$ cat config.mk
export PLATFORM = sky130hd
export DESIGN_NAME = ext_and_pin_change_irq_flags
export DESIGN_NICKNAME = d
export VERILOG_FILES = /design/src/irq_flags_pkg.sv /design/src/sync_bits.sv /design/src/pin_change_detect.sv /design/src/ext_and_pin_change_irq_flags.sv
export SDC_FILE = /design/constraint.sdc
export NUM_CORES = 1
export LEC_CHECK = 0
export BUFFER_PORTS_ARGS = -buffer_cell sky130_fd_sc_hd__buf_2
export CAP_MARGIN = 20
export CORE_MARGIN = 2
export CORE_UTILIZATION = 47
export CTS_CLUSTER_SIZE = 10
export DETAILED_ROUTE_END_ITERATION = 7
export PLACE_DENSITY_LB_ADDON = 0.12
export SLEW_MARGIN = 20
export SYNTH_ARGS = -nofsm -noshare
export SYNTH_HDL_FRONTEND = slang
export SYNTH_SLANG_ARGS = --single-unit
$ cat constraint.sdc
create_clock -name pclk -period 1.6 [get_ports pclk]
set_input_delay 0.32 -clock pclk [delete_from_list [all_inputs] [get_ports pclk]]
set_output_delay 0.32 -clock pclk [all_outputs]
set_load 0.005 [all_outputs]
$ cat src/irq_flags_pkg.sv
package irq_flags_pkg;

    // register byte offsets on the apb bus
    localparam logic [7:0] OFS_FLAG = 8'h00;
    localparam logic [7:0] OFS_UPPER_MASK = 8'h04;
    localparam logic [7:0] OFS_LOWER_MASK = 8'h08;
    localparam logic [7:0] OFS_GEN_CTRL = 8'h0C;
    localparam logic [7:0] OFS_SENSE = 8'h10;

    // source indices; a flag sits at FLAG_LSB plus its index
    localparam int NUM_SRC = 5;
    localparam int SRC_LO = 0;
    localparam int SRC_UP = 1;
    localparam int SRC_C = 2;
    localparam int SRC_A = 3;
    localparam int SRC_B = 4;
    localparam int FLAG_LSB = 3;

    // pins per pin-change group
    localparam int GROUP_PINS = 8;

    // reset values
    localparam logic [NUM_SRC-1:0] FLAG_RST = 5'h00;
    localparam logic [7:0] MASK_RST = 8'h00;
    localparam logic [7:0] GEN_CTRL_RST = 8'h00;
    localparam logic [7:0] SENSE_RST = 8'h00;

    // two-bit sense codes for pins a and b
    localparam logic [1:0] SENSE_LOW = 2'h0;
    localparam logic [1:0] SENSE_ANY = 2'h1;
    localparam logic [1:0] SENSE_FALL = 2'h2;
    localparam logic [1:0] SENSE_RISE = 2'h3;

    // general control: enables laid out like the flags, bits 7..3
    typedef struct packed {
        logic [NUM_SRC-1:0] en;
        logic [2:0] rsvd;
    } gen_ctrl_t;

    // sense control: bit 4 pin c edge, 3:2 pin b, 1:0 pin a
    typedef struct packed {
        logic [2:0] rsvd;
        logic c_rise;
        logic [1:0] b_sense;
        logic [1:0] a_sense;
    } sense_ctrl_t;

endpackage

$ cat src/sync_bits.sv
module sync_bits #(
    parameter int WIDTH = 1
) (
    // clock and reset
    input wire logic clk,
    input wire logic rst_n,
    // asynchronous inputs and their synchronised copy
    input wire logic [WIDTH-1:0] din,
    output logic [WIDTH-1:0] dout
);

    logic [WIDTH-1:0] meta_reg; // first stage, read only by second
    logic [WIDTH-1:0] meta_next;
    logic [WIDTH-1:0] sync_reg; // second stage, safe to use
    logic [WIDTH-1:0] sync_next;

    // two-stage shift, nothing looks at the first stage
    always_comb begin
        meta_next = din;
        sync_next = meta_reg;
    end

    // registers only
    always_ff @(posedge clk or negedge rst_n) begin
        if (!rst_n) begin
            meta_reg <= '0;
            sync_reg <= '0;
        end else begin
            meta_reg <= meta_next;
            sync_reg <= sync_next;
        end
    end

    assign dout = sync_reg;

endmodule

$ cat src/pin_change_detect.sv
module pin_change_detect
    import irq_flags_pkg::*;
#(
    parameter int PINS = GROUP_PINS
) (
    // clock and reset
    input wire logic clk,
    input wire logic rst_n,
    // synchronised pins and their gating
    input wire logic [PINS-1:0] pins,
    input wire logic [PINS-1:0] mask,
    input wire logic group_en,
    input wire logic compat_mode,
    // any enabled pin differs from its last sample
    output logic change
);

    logic [PINS-1:0] prev_reg; // last sample of every pin
    logic [PINS-1:0] prev_next;

    // sample every clock so a re-enabled pin sees no stale edge
    always_comb begin
        prev_next = pins; // [RULE22]
    end

    always_ff @(posedge clk or negedge rst_n) begin
        if (!rst_n) begin
            prev_reg <= '0;
        end else begin
            prev_reg <= prev_next;
        end
    end

    // masks live in extended space, unusable in legacy mode
    assign change = (|((pins ^ prev_reg) & mask)) & group_en & ~compat_mode; // [RULE16] [RULE17] [RULE18] [RULE22]
endmodule

$ cat src/ext_and_pin_change_irq_flags.sv
// What this block does
// (RULE1) pin b trigger sets flag bit 7
// (RULE2) pin b flag, enables give pin b request
// (RULE3) handler entry clears that source's flag
// (RULE4) write one clears flag, zero keeps it
// (RULE5) pin b low-level sense holds flag clear
// (RULE6) pin a trigger sets flag bit 6
// (RULE7) pin a flag, enables give pin a request
// (RULE8) pin a low-level sense holds flag clear
// (RULE9) pin c event sets flag bit 5
// (RULE10) pin c flag, enables give pin c request
// (RULE11) sleep buffer cutoff may set pin c flag
// (RULE12) upper group change sets flag bit 4
// (RULE13) upper flag, enables give upper request
// (RULE14) lower group change sets flag bit 3
// (RULE15) lower flag, enables give lower request
// (RULE16) upper mask bits gate their pins
// (RULE17) lower mask bits gate their pins
// (RULE18) no pin-change interrupts in legacy mode
// (RULE19) two-bit sense: low, any, fall, rise
// (RULE20) pin c sense bit: falling or rising edge
// (RULE21) pin activity counts even as output
// (RULE22) compare each enabled pin with last sample
//
// Added by the designer: the placing of the registers and the APB register port.
module ext_and_pin_change_irq_flags
    import irq_flags_pkg::*;
(
    // clock and reset
    input wire logic pclk,
    input wire logic presetn,
    // apb slave
    input wire logic psel,
    input wire logic penable,
    input wire logic pwrite,
    input wire logic [7:0] paddr,
    input wire logic [31:0] pwdata,
    output logic [31:0] prdata,
    output logic pready,
    output logic pslverr,
    // external interrupt pins, asynchronous
    input wire logic pin_a_input_and_enable,
    input wire logic pin_b_input_and_enable,
    input wire logic pin_c_input_and_enable,
    input wire logic [GROUP_PINS-1:0] upper_group_pins,
    input wire logic [GROUP_PINS-1:0] lower_group_pins,
    // processor core side, same clock
    input wire logic core_status_global_enable,
    input wire logic [NUM_SRC-1:0] core_ack,
    input wire logic sleep_active,
    input wire logic compat_mode,
    output logic [NUM_SRC-1:0] irq_req
);

    localparam int SYNC_W = 3 + 2 * GROUP_PINS;

    // register state
    logic [NUM_SRC-1:0] flag_reg; // sticky source flags
    logic [NUM_SRC-1:0] flag_next;
    logic [7:0] upper_mask_reg; // pinchg_upper_mask
    logic [7:0] upper_mask_next;
    logic [7:0] lower_mask_reg; // pinchg_lower_mask
    logic [7:0] lower_mask_next;
    gen_ctrl_t gen_ctrl_reg; // general_irq_control_reg
    gen_ctrl_t gen_ctrl_next;
    sense_ctrl_t sense_reg; // sense control fields
    sense_ctrl_t sense_next;

    // bus answer state
    logic [31:0] prdata_reg;
    logic [31:0] prdata_next;
    logic pready_reg;
    logic pready_next;
    logic pslverr_reg;
    logic pslverr_next;

    // request outputs and edge history
    logic [NUM_SRC-1:0] irq_req_reg;
    logic [NUM_SRC-1:0] irq_req_next;
    logic [2:0] ext_prev_reg; // {b, a, c} last samples
    logic [2:0] ext_prev_next;

    // synchronised pins
    logic [SYNC_W-1:0] raw_pins;
    logic [SYNC_W-1:0] sync_pins;
    logic pin_a_s;
    logic pin_b_s;
    logic pin_c_s;
    logic pin_c_int; // pin c after the sleep input gate
    logic [GROUP_PINS-1:0] upper_s;
    logic [GROUP_PINS-1:0] lower_s;

    // decode and events
    logic bus_setup;
    logic bus_access;
    logic flag_wr;
    logic [NUM_SRC-1:0] trig;
    logic up_change; // upper group detector output
    logic lo_change; // lower group detector output, kept apart so trig has one driver
    logic [NUM_SRC-1:0] level_req;
    logic [NUM_SRC-1:0] clr;

    // address hit; mask registers vanish in legacy mode
    function automatic logic reg_hit(input logic [7:0] addr, input logic compat);
        reg_hit = (addr == OFS_FLAG) || (addr == OFS_GEN_CTRL) || (addr == OFS_SENSE) ||
                  (!compat && ((addr == OFS_UPPER_MASK) || (addr == OFS_LOWER_MASK)));
    endfunction

    // two-bit sense decode shared by pins a and b
    function automatic logic ext_trigger(input logic [1:0] mode, input logic cur,
                                         input logic prev);
        unique case (mode)
            SENSE_LOW: ext_trigger = 1'b0; // level never sets the flag
            SENSE_ANY: ext_trigger = cur ^ prev;
            SENSE_FALL: ext_trigger = prev & ~cur;
            SENSE_RISE: ext_trigger = cur & ~prev;
        endcase
    endfunction

    // every pin is synchronised before any detection logic
    assign raw_pins = {pin_b_input_and_enable, pin_a_input_and_enable,
                       pin_c_input_and_enable, upper_group_pins, lower_group_pins};

    sync_bits #(
        .WIDTH(SYNC_W)
    ) u_sync (
        .clk(pclk),
        .rst_n(presetn),
        .din(raw_pins),
        .dout(sync_pins)
    );

    // pad level is read regardless of pin direction
    assign pin_b_s = sync_pins[SYNC_W-1]; // [RULE21]
    assign pin_a_s = sync_pins[SYNC_W-2];
    assign pin_c_s = sync_pins[SYNC_W-3];
    assign upper_s = sync_pins[2*GROUP_PINS-1:GROUP_PINS];
    assign lower_s = sync_pins[GROUP_PINS-1:0];

    // disabled pin c buffer reads low in sleep, may fake a falling edge
    assign pin_c_int = (sleep_active && !gen_ctrl_reg.en[SRC_C]) ? 1'b0 : pin_c_s; // [RULE11]

    // pin-change groups
    pin_change_detect #(
        .PINS(GROUP_PINS)
    ) u_upper (
        .clk(pclk),
        .rst_n(presetn),
        .pins(upper_s),
        .mask(upper_mask_reg),
        .group_en(gen_ctrl_reg.en[SRC_UP]),
        .compat_mode(compat_mode),
        .change(up_change)
    ); // [RULE16] [RULE18]

    pin_change_detect #(
        .PINS(GROUP_PINS)
    ) u_lower (
        .clk(pclk),
        .rst_n(presetn),
        .pins(lower_s),
        .mask(lower_mask_reg),
        .group_en(gen_ctrl_reg.en[SRC_LO]),
        .compat_mode(compat_mode),
        .change(lo_change)
    ); // [RULE17] [RULE18]

    // pin triggers: group changes, and pins a, b and c from sense settings
    always_comb begin
        trig[SRC_UP] = up_change; // [RULE12]
        trig[SRC_LO] = lo_change; // [RULE14]
        trig[SRC_B] = ext_trigger(sense_reg.b_sense, pin_b_s, ext_prev_reg[2]); // [RULE1] [RULE19]
        trig[SRC_A] = ext_trigger(sense_reg.a_sense, pin_a_s, ext_prev_reg[1]); // [RULE6] [RULE19]
        // pin c: edge only, the sense bit picks which
        trig[SRC_C] = sense_reg.c_rise ? (pin_c_int & ~ext_prev_reg[0]) :
                                         (ext_prev_reg[0] & ~pin_c_int); // [RULE9] [RULE20]
        ext_prev_next = {pin_b_s, pin_a_s, pin_c_int};
    end

    // low level requests straight from the pin, not from a flag
    always_comb begin
        level_req = '0;
        level_req[SRC_B] = (sense_reg.b_sense == SENSE_LOW) & ~pin_b_s;
        level_req[SRC_A] = (sense_reg.a_sense == SENSE_LOW) & ~pin_a_s;
    end

    // apb phase decode; the master holds the request through access
    assign bus_setup = psel & ~penable;
    assign bus_access = psel & penable & pready_reg;
    assign flag_wr = bus_access & pwrite & (paddr == OFS_FLAG);

    // flag next state; a new event wins over any clear
    always_comb begin
        for (int i = 0; i < NUM_SRC; i++) begin
            clr[i] = core_ack[i] | (flag_wr & pwdata[FLAG_LSB+i]); // [RULE3] [RULE4]
            flag_next[i] = trig[i] | (flag_reg[i] & ~clr[i]); // [RULE1] [RULE6] [RULE9] [RULE12] [RULE14]
        end
        // level sensing keeps the flag cleared
        if (sense_reg.b_sense == SENSE_LOW) begin
            flag_next[SRC_B] = 1'b0; // [RULE5]
        end
        if (sense_reg.a_sense == SENSE_LOW) begin
            flag_next[SRC_A] = 1'b0; // [RULE8]
        end
    end

    // vector requests need global enable, source enable and flag or low level
    always_comb begin
        for (int i = 0; i < NUM_SRC; i++) begin
            irq_req_next[i] = core_status_global_enable & gen_ctrl_reg.en[i] &
                              (flag_reg[i] | level_req[i]); // [RULE2] [RULE7] [RULE10] [RULE13] [RULE15]
        end
    end

    // control register writes land at the access edge only
    always_comb begin
        upper_mask_next = upper_mask_reg;
        lower_mask_next = lower_mask_reg;
        gen_ctrl_next = gen_ctrl_reg;
        sense_next = sense_reg;
        if (bus_access && pwrite && reg_hit(paddr, compat_mode)) begin
            unique case (paddr)
                OFS_UPPER_MASK: upper_mask_next = pwdata[7:0];
                OFS_LOWER_MASK: lower_mask_next = pwdata[7:0];
                OFS_GEN_CTRL: gen_ctrl_next = gen_ctrl_t'({pwdata[7:FLAG_LSB], 3'h0});
                OFS_SENSE: sense_next = sense_ctrl_t'({3'h0, pwdata[4:0]});
                default: ; // flag register handled above
            endcase
        end
    end

    // answer prepared at the setup edge so all outputs are registered
    always_comb begin
        pready_next = bus_setup;
        pslverr_next = bus_setup & ~reg_hit(paddr, compat_mode);
        prdata_next = 32'h0000_0000;
        if (bus_setup && !pwrite) begin
            // unmapped and legacy-hidden offsets read zero
            unique case (paddr)
                OFS_FLAG: prdata_next[7:0] = {flag_reg, 3'h0};
                OFS_UPPER_MASK: prdata_next[7:0] = compat_mode ? 8'h00 : upper_mask_reg;
                OFS_LOWER_MASK: prdata_next[7:0] = compat_mode ? 8'h00 : lower_mask_reg;
                OFS_GEN_CTRL: prdata_next[7:0] = gen_ctrl_reg;
                OFS_SENSE: prdata_next[7:0] = sense_reg;
                default: prdata_next = 32'h0000_0000;
            endcase
        end
    end

    // all state registers
    always_ff @(posedge pclk or negedge presetn) begin
        if (!presetn) begin
            flag_reg <= FLAG_RST;
            upper_mask_reg <= MASK_RST;
            lower_mask_reg <= MASK_RST;
            gen_ctrl_reg <= gen_ctrl_t'(GEN_CTRL_RST);
            sense_reg <= sense_ctrl_t'(SENSE_RST);
            prdata_reg <= 32'h0000_0000;
            pready_reg <= 1'b0;
            pslverr_reg <= 1'b0;
            irq_req_reg <= '0;
            ext_prev_reg <= 3'h0;
        end else begin
            flag_reg <= flag_next;
            upper_mask_reg <= upper_mask_next;
            lower_mask_reg <= lower_mask_next;
            gen_ctrl_reg <= gen_ctrl_next;
            sense_reg <= sense_next;
            prdata_reg <= prdata_next;
            pready_reg <= pready_next;
            pslverr_reg <= pslverr_next;
            irq_req_reg <= irq_req_next;
            ext_prev_reg <= ext_prev_next;
        end
    end

    assign prdata = prdata_reg;
    assign pready = pready_reg;
    assign pslverr = pslverr_reg;
    assign irq_req = irq_req_reg;
endmodule

==> results of run 1 <==
[per-stage QoR]
step / util (%) / hold slack (ns)
after floorplan: - / 0.0244
after global placement: 55.1 / 0.266
after detailed placement: 55.1 / 0.272
after CTS: 58.4 / 0.0290
after global routing: 58.7 / 0.0282
final: 58.7 / 0.0539
[routing by layer]
layer	share of wire, %	global-route usage [%]	vias to the layer above	routed length (microns)
li1	-	-	1139	-
met1	44	21.6	1192	3180
met2	49	27.5	78	3570
met3	5.3	4.23	10	384
met4	1.6	6.07	0	114
met5	0	0	-	0
[cell type report]
type                    count  area share, %
clock buffers               9           2.57
clock inverters             7           1.84
inverters                   7          0.545
multi-input cells         168           27.2
flip-flops and latches    103           53.5
well taps                 105           2.73
repair buffers             89           11.6
[worst max-delay path, cell delays in order]
cell and delay [ns]:
buf_6 0.09, or4_4 0.53, or4_4 0.55, nor3b_4 0.21, buf_4 0.16, mux2_2 0.33
[power by group]
part,switching (uW),internal (uW)
registers,37.2,2680
clock network,926,761
logic,159,119
[worst paths after layout]
check	endpoint	slack, ns
worst max-delay path	upper_mask_reg[0]	-0.34
worst min-delay path	u_sync.meta_reg[16]	0.05
worst max register to register	upper_mask_reg[0]	-0.18
worst min register to register	u_sync.dout[15]	0.35
max in group asynchronous	lower_mask_reg[5]	0.62
min in group asynchronous	ext_prev_reg[2]	0.42
[logic make-up (layout without fill, tap and decap cells)]
group / Yosys count / count (layout) / synth area share, %
compound gates: 44 / 44 / 8.17
xor+xnor: 16 / 16 / 3.52
fa+ha+maj: 4 / 4 / 1.26
buf+inv: 36 / 112 / 5.72
flops: 103 / 103 / 64.7
mux: 30 / 30 / 8.48
other cells: 1 / 24 / 0.0941
simple gates: 50 / 50 / 8.07
[synth_stat cells, types with 3 or more instances]
| cell | instances |
|---|---|
| inv_1 | 7 |
| nor3b_1 | 3 |
| clkbuf_1 | 3 |
| mux2_2 | 30 |
| nand2b_1 | 4 |
| o21ai_0 | 6 |
| a32oi_1 | 3 |
| a22oi_1 | 14 |
| nor2_1 | 11 |
| nor3_1 | 3 |
| nor2b_1 | 4 |
| and3_1 | 3 |
| ha_1 | 4 |
| dfrtp_1 | 103 |
| a21oi_1 | 6 |
| nand4_1 | 3 |
| buf_4 | 24 |
| and2_1 | 4 |
| a22o_1 | 5 |
| xor2_1 | 16 |
[repair_timing]
item                                    4_1_cts  5_1_grt
endpoints found under the hold margin        25        0
endpoints found under the setup margin       31       31
resized for setup                            10        3
cloned                                        0        0
hold buffers                                  1        0
pin swaps                                     6        3
setup buffers                                 1        1
==> results_dict.tcl, run 1 <==
set metrics [dict create \
    fin_skew_ns 0.0132 \
    layout-drive-gt1-share_pct 38.4 \
    power_density_mw_per_mm2 971 \
    worstPathArrival_ns 2.19 \
    hold_path.class "in -> reg" \
    ys_ff_latch 103 \
    startpoint "paddr[6]" \
    grt-ovfl-total 0 \
    row_count 33 \
    post-place-ws_ns -0.718 \
    num_antenna_cells 0 \
    critPathLaunchType "primary input" \
    core_sq_mm 0.00822 \
    yosysWarnings 0 \
    max_freq_mhz 517 \
    rsz0062_at_grt "true" \
    drtIter0Drc 107 \
    hold_viol 0 \
    status "finished with violations" \
    grt_start_max_net_pins 33 \
    tns_ns -6.37 \
    p_leak_uw 0.00246 \
    layout_common_cells "103 x dfrtp_1, 60 x buf_2, 29 x mux2_2" \
    routed_via_density 4.96 \
    min_from "pin_c_input_and_enable" \
    root_buffer "clkbuf_8" \
    setup-violations-final 29 \
    total_power_uw 4680 \
    seqCellArea_sq_mm 0.00258 \
    fillCellCount 710 \
    fp.dieH_microns 96.1 \
    crit_required_ns 1.85 \
    crit_path_end_kind "flop" \
    max_cap_viol_count 0 \
    final.period_utilization_pct 121 \
    portBuffers 62 \
    synth_area_leader_cell "dfrtp_1" \
    ant_nets 0 \
    synthDistinctLibCells 37 \
    routed_wl_mm 7.25 \
    design_area_sq_mm 0.00482 \
    place_hpwl_mm 5.34 \
    grt_pass1_vias 2305 \
    clk_pin_slew_worst_paths_ns 0.10 \
    async_reset_ff_share_pct 100 \
    synth_area_leaders "dfrtp_1 65%, mux2_2 8.5%, buf_4 4.5%, xor2_1 3.5%, a22oi_1 2.6%" \
    clock_sinks 103 \
    final_common_cell "dfrtp_1" \
    yosysSeqAreaShare_pct 64.7 \
    cts_tree "built" \
    setup_slack_ns -0.336 \
    grt_pass1_wl_mm 11.3 \
    dp.cells 470 \
    avgSynthCellArea_sq_um 14.0 \
    cts_buffer_depth 2 \
    vias 2419 \
    cts_made_buffers 9 \
    synth_edf_count 0 \
    synth_top_area_share_pct 64.7 \
    reg2regPathDepth 5 \
    io_pins 111 \
    postPlaceCellArea_sq_mm 0.00453 \
    drt-wirelength-per-cell_microns 14.9 \
    die-area_sq_mm 0.00923 \
    finalMaxSlewViolations 0 \
    nNetsFinal 454 \
    syn_to_final_growth_pct 21.0 \
    cts.htree.levels 3 \
    final.min_clock_period_ns 1.94 \
    start_util_pct 48.5 \
    fin_cells 488 \
    multiInputGateArea_sq_mm 0.00131 \
    synthFlopType "dfrtp_1" \
    synth_cells 284 \
    antenna_found_initial 0 \
    die_w_microns 96.1 \
    violations "setup timing" \
    ir_drop_mv 0.726 \
    timing.rr.start "pready" \
    clock_latency_ns 0.36 \
    drc 0 \
    critPathKind "in -> reg" \
    dr.pass1.iters 4 \
    path_max_fanout 4 \
    grtUsageTotal_pct 16.8 \
    syn_area_sq_mm 0.00398 \
    hold-path-cell-count 1 \
    place_congestion 0.851 \
]
Note: power is estimated with default switching activity, not from simulation.
==> run 2, diff against run 1 <==
--- a/config.mk
+++ b/config.mk
@@ -8,7 +8,8 @@
 export BUFFER_PORTS_ARGS = -buffer_cell sky130_fd_sc_hd__buf_2
 export CAP_MARGIN = 20
 export CORE_MARGIN = 2
-export CORE_UTILIZATION = 47
+export CORE_UTILIZATION = 49
+export CTS_BUF_LIST = sky130_fd_sc_hd__clkbuf_8
 export CTS_CLUSTER_SIZE = 10
 export DETAILED_ROUTE_END_ITERATION = 7
 export PLACE_DENSITY_LB_ADDON = 0.12
==> results_dict.tcl, run 2 (synthesized netlist as in run 1, its figures left out) <==
set metrics [dict create \
    num_antenna_cells 0 \
    fillCellCount 643 \
    max_cap_viol_count 0 \
    final.min_clock_period_ns 1.96 \
    worstPathArrival_ns 2.20 \
    cts.htree.levels 3 \
    place_hpwl_mm 5.10 \
    path_cells "buf_6 > or4_4 > or4_4 > nor3b_4 > buf_4 > mux2_2" \
    dp.cells 465 \
    drc 0 \
    fin_skew_ns 0.0129 \
    critPathKind "in -> reg" \
    clock_sinks 103 \
    dr.pass1.iters 4 \
    die_w_microns 94.2 \
    grtUsageTotal_pct 17.3 \
    row_count 32 \
    layout_common_cells "103 x dfrtp_1, 60 x buf_2, 24 x conb_1" \
    fp.dieH_microns 94.2 \
    final_common_cell "dfrtp_1" \
    hold_viol 0 \
    clock_latency_ns 0.35 \
    max_freq_mhz 509 \
    root_buffer "clkbuf_8" \
    syn_to_final_growth_pct 20.0 \
    reg2regPathDepth 5 \
    critPathLaunchType "primary input" \
    post-place-ws_ns -0.740 \
    grt_pass1_vias 2412 \
    status "finished with violations" \
    drt-wirelength-per-cell_microns 14.7 \
    r2r_slack_ns -0.19 \
    clk_pin_slew_worst_paths_ns 0.10 \
    drtIter0Drc 67 \
    grt_pass1_wl_mm 11.6 \
    violations "setup timing" \
    io_pins 111 \
    p_leak_uw 0.00244 \
    crit_path_end_kind "flop" \
    cts_hold_buf 0 \
    layout-drive-gt1-share_pct 36.7 \
    place_congestion 0.907 \
    setup-violations-final 31 \
    routed_wl_mm 7.07 \
    crit_required_ns 1.84 \
    path_common_cell "or4_4" \
    vias 2413 \
    cts_buffer_depth 2 \
    finalMaxSlewViolations 0 \
    cts_made_buffers 9 \
    final.period_utilization_pct 123 \
    antenna_found_initial 0 \
    hold_path.class "in -> async" \
    post_cts_buffers 0 \
    setup_slack_ns -0.365 \
    path_max_fanout 4 \
    ir_drop_mv 0.570 \
    seqCellArea_sq_mm 0.00258 \
    core_sq_mm 0.00781 \
    start_util_pct 51.0 \
    fin_cells 481 \
    cts_tree "built" \
    routed_via_density 5.02 \
    grt-ovfl-total 0 \
    max_stage_delay_ns 0.55 \
    cts.repair.resized 13 \
    power_density_mw_per_mm2 969 \
    nNetsFinal 450 \
    grt_start_max_net_pins 104 \
    total_power_uw 4630 \
    maxSlewHeadroom_pct 65.5 \
    multiInputGateArea_sq_mm 0.00133 \
    portBuffers 62 \
    rsz0062_at_grt "true" \
    tightest_slew_ns 0.518 \
    crit_slowest_cell "or4_4" \
    die-area_sq_mm 0.00887 \
    ant_nets 0 \
]
-- run 2: changes by cell type in the layout (fill, tap and decap cells not counted), sizes merged --
cell,previous run,this run
clkbuf,9,11
dlygate4sd3,1,0
inv,10,9
buf,88,85
clkinvlp,1,0
-- run 2: final timing paths --
path / from / to
worst max-delay path: paddr[6] / lower_mask_reg[4]
worst min-delay path: presetn / irq_req[4]
worst max register to register: pready / lower_mask_reg[4]
worst min register to register: u_sync.meta_reg[11] / u_sync.dout[11]
max in group asynchronous: presetn / u_sync.meta_reg[6]
min in group pclk: pin_a_input_and_enable / u_sync.meta_reg[17]
-- run 2: metrics by stage --
stage | util (%) | instance area [sq um] | TNS, ns | hold slack, ns
after floorplan | - | 4080 | -16.53 | 0.0244
after global placement | 57.6 | 4490 | -19.20 | 0.331
after detailed placement | 57.6 | 4490 | -20.17 | 0.335
after CTS | 60.9 | 4760 | -7.02 | 0.0221
after global routing | 61.2 | 4780 | -8.13 | 0.0266
final | 61.2 | 4780 | -7.43 | 0.00444
-- run 2: cell type report --
cell class | instances | share of cell area, %
Multi-Input combinational cell | 168 | 27.7
Sequential cell | 103 | 53.9
Tap cell | 102 | 2.67
Clock inverter | 5 | 1.18
Clock buffer | 11 | 3.17
Inverter | 7 | 0.550
Timing Repair Buffer | 85 | 10.8
-- run 2: power by group --
group	switching [uW]	internal (uW)
clock network	836	810
registers	37.5	2680
logic	156	110
-- run 2: worst max-delay path: cells and delay by family --
kind,cells,cell delay [ns]
buf+inv,2,0.26
mux,1,0.32
simple gates,3,1.31
-- run 2: per-layer routing --
metal  global-route usage, %  vias up  routed length, microns
met3                    3.53       16                     400
met5                       0        -                       0
met1                    22.0     1175                    3160
li1                        -     1133                       -
met2                    27.7       89                    3320
met4                    9.54        0                     181
==> run 3, diff against run 2 <==
--- a/config.mk
+++ b/config.mk
@@ -7,12 +7,13 @@
 export LEC_CHECK = 0
 export BUFFER_PORTS_ARGS = -buffer_cell sky130_fd_sc_hd__buf_2
 export CAP_MARGIN = 20
-export CORE_MARGIN = 2
+export CORE_MARGIN = 8
 export CORE_UTILIZATION = 49
 export CTS_BUF_LIST = sky130_fd_sc_hd__clkbuf_8
 export CTS_CLUSTER_SIZE = 10
 export DETAILED_ROUTE_END_ITERATION = 7
 export PLACE_DENSITY_LB_ADDON = 0.12
+export REMOVE_ABC_BUFFERS = 1
 export SLEW_MARGIN = 20
 export SYNTH_ARGS = -nofsm -noshare
 export SYNTH_HDL_FRONTEND = slang
==> results_dict.tcl, run 3 (synthesized netlist as in run 1, its figures left out) <==
set metrics [dict create \
    status "finished with violations" \
    violations "setup timing" \
    die_w_microns 106 \
    worstPathArrival_ns 2.19 \
    die-area_sq_mm 0.0113 \
    io_pins 111 \
    critPathKind "in -> reg" \
    crit_path_end_kind "flop" \
    fp.dieH_microns 106 \
    clock_sinks 103 \
    max_cap_viol_count 0 \
    cts_buffer_depth 2 \
    whs_ns 0.0638 \
    p_leak_uw 0.00249 \
    grtUsageMet1_pct 17.8 \
    ir_drop_mv 0.627 \
    postPlaceCellArea_sq_mm 0.00455 \
    cts_made_buffers 9 \
    hold_path.class "in -> reg" \
    critPathLaunchType "primary input" \
    path_max_fanout 8 \
    layout_common_cells "103 x dfrtp_1, 60 x buf_2, 24 x conb_1" \
    nNetsFinal 453 \
    grt-busiest-layer "met2" \
    start_util_pct 49.5 \
    cts.htree.levels 3 \
    clock_latency_ns 0.35 \
    hold-path-cell-count 1 \
    vias 2399 \
    design_area_sq_mm 0.00493 \
    rsz0062_at_grt "true" \
    fin_util_pct 61.3 \
    routed_wl_mm 7.90 \
    final_common_cell "dfrtp_1" \
    tns_ns -7.43 \
    drc 0 \
    grt_pass1_wl_mm 12.8 \
    final.min_clock_period_ns 1.96 \
    drtIter0Drc 70 \
    setup_slack_ns -0.363 \
    globalRouteMet2Util_pct 22.0 \
    core_sq_mm 0.00805 \
    setup-violations-final 31 \
    hold_viol 0 \
    crit_required_ns 1.83 \
    final.period_utilization_pct 123 \
    clk_pin_slew_worst_paths_ns 0.09 \
    antenna_found_initial 0 \
    grt_start_max_net_pins 28 \
    max_freq_mhz 509 \
    dr.pass1.iters 4 \
    drt-wirelength-per-cell_microns 16.3 \
    met3_usage_pct 4.36 \
    row_count 33 \
    power_density_mw_per_mm2 956 \
    num_antenna_cells 0 \
    root_buffer "clkbuf_8" \
    syn_to_final_growth_pct 23.8 \
    reg2regPathDepth 5 \
    grt-ovfl-total 0 \
    ant_nets 0 \
    portBuffers 62 \
    grt_pass1_vias 2553 \
    fin_skew_ns 0.0142 \
    routed_via_density 4.95 \
    finalMaxSlewViolations 0 \
    grtUsageTotal_pct 14.3 \
    post-place-ws_ns -0.767 \
    cts_tree "built" \
    layout-drive-gt1-share_pct 37.1 \
    place_congestion 0.806 \
    place_hpwl_mm 5.86 \
]
-- run 3: layout make-up --
type,instances,area [sq um]
flip-flops and latches,103,2580
fillers,647,3120
repair buffers,88,594
clock inverters,4,72.6
multi-input cells,168,1390
clock buffers,10,138
well taps,105,131
inverters,7,26.3
-- run 3: per-stage QoR --
step | power, uW | instances
after floorplan | 2850 | 278
after global placement | 3030 | 468
after detailed placement | 3040 | 468
after CTS | 4760 | 485
after global routing | 4910 | 485
final | 4710 | 485
-- run 3: worst paths after layout --
path,endpoint,from,slack (ns)
worst max-delay path,lower_mask_reg[4],paddr[6],-0.36
worst min-delay path,u_sync.meta_reg[16],pin_c_input_and_enable,0.06
worst max register to register,lower_mask_reg[4],pready,-0.18
worst min register to register,u_sync.dout[6],u_sync.meta_reg[6],0.35
max in group asynchronous,lower_mask_reg[4],presetn,0.63
min in group asynchronous,ext_prev_reg[2],presetn,0.42
-- run 3: layer usage --
| metal | up-vias | wire (microns) | part of all wire [%] |
|---|---|---|---|
| met4 | 0 | 248 | 3.1 |
| met2 | 76 | 3670 | 46 |
| met3 | 17 | 500 | 6.3 |
| met5 | - | 0 | 0 |
| met1 | 1167 | 3480 | 44 |
| li1 | 1139 | - | - |
-- run 3: timing repair --
| action | in CTS | in global routing |
|---|---|---|
| setup endpoints to repair | 31 | 34 |
| hold endpoints to repair | 20 | 0 |
| buffers inserted | 2 | 0 |
| pin swaps | 1 | 5 |
| resized for setup | 21 | 13 |
| hold buffers | 1 | 0 |
-- run 3: where the power goes --
part | switching, uW | internal [uW]
clock | 804 | 905
sequential | 36.6 | 2680
combinational | 166 | 121
-- run 3: critical path: stages --
cell and delay [ns]:
buf_6 0.09, or4_4 0.53, or4_4 0.54, nor3b_4 0.25
buf_12 0.17, mux2_4 0.29
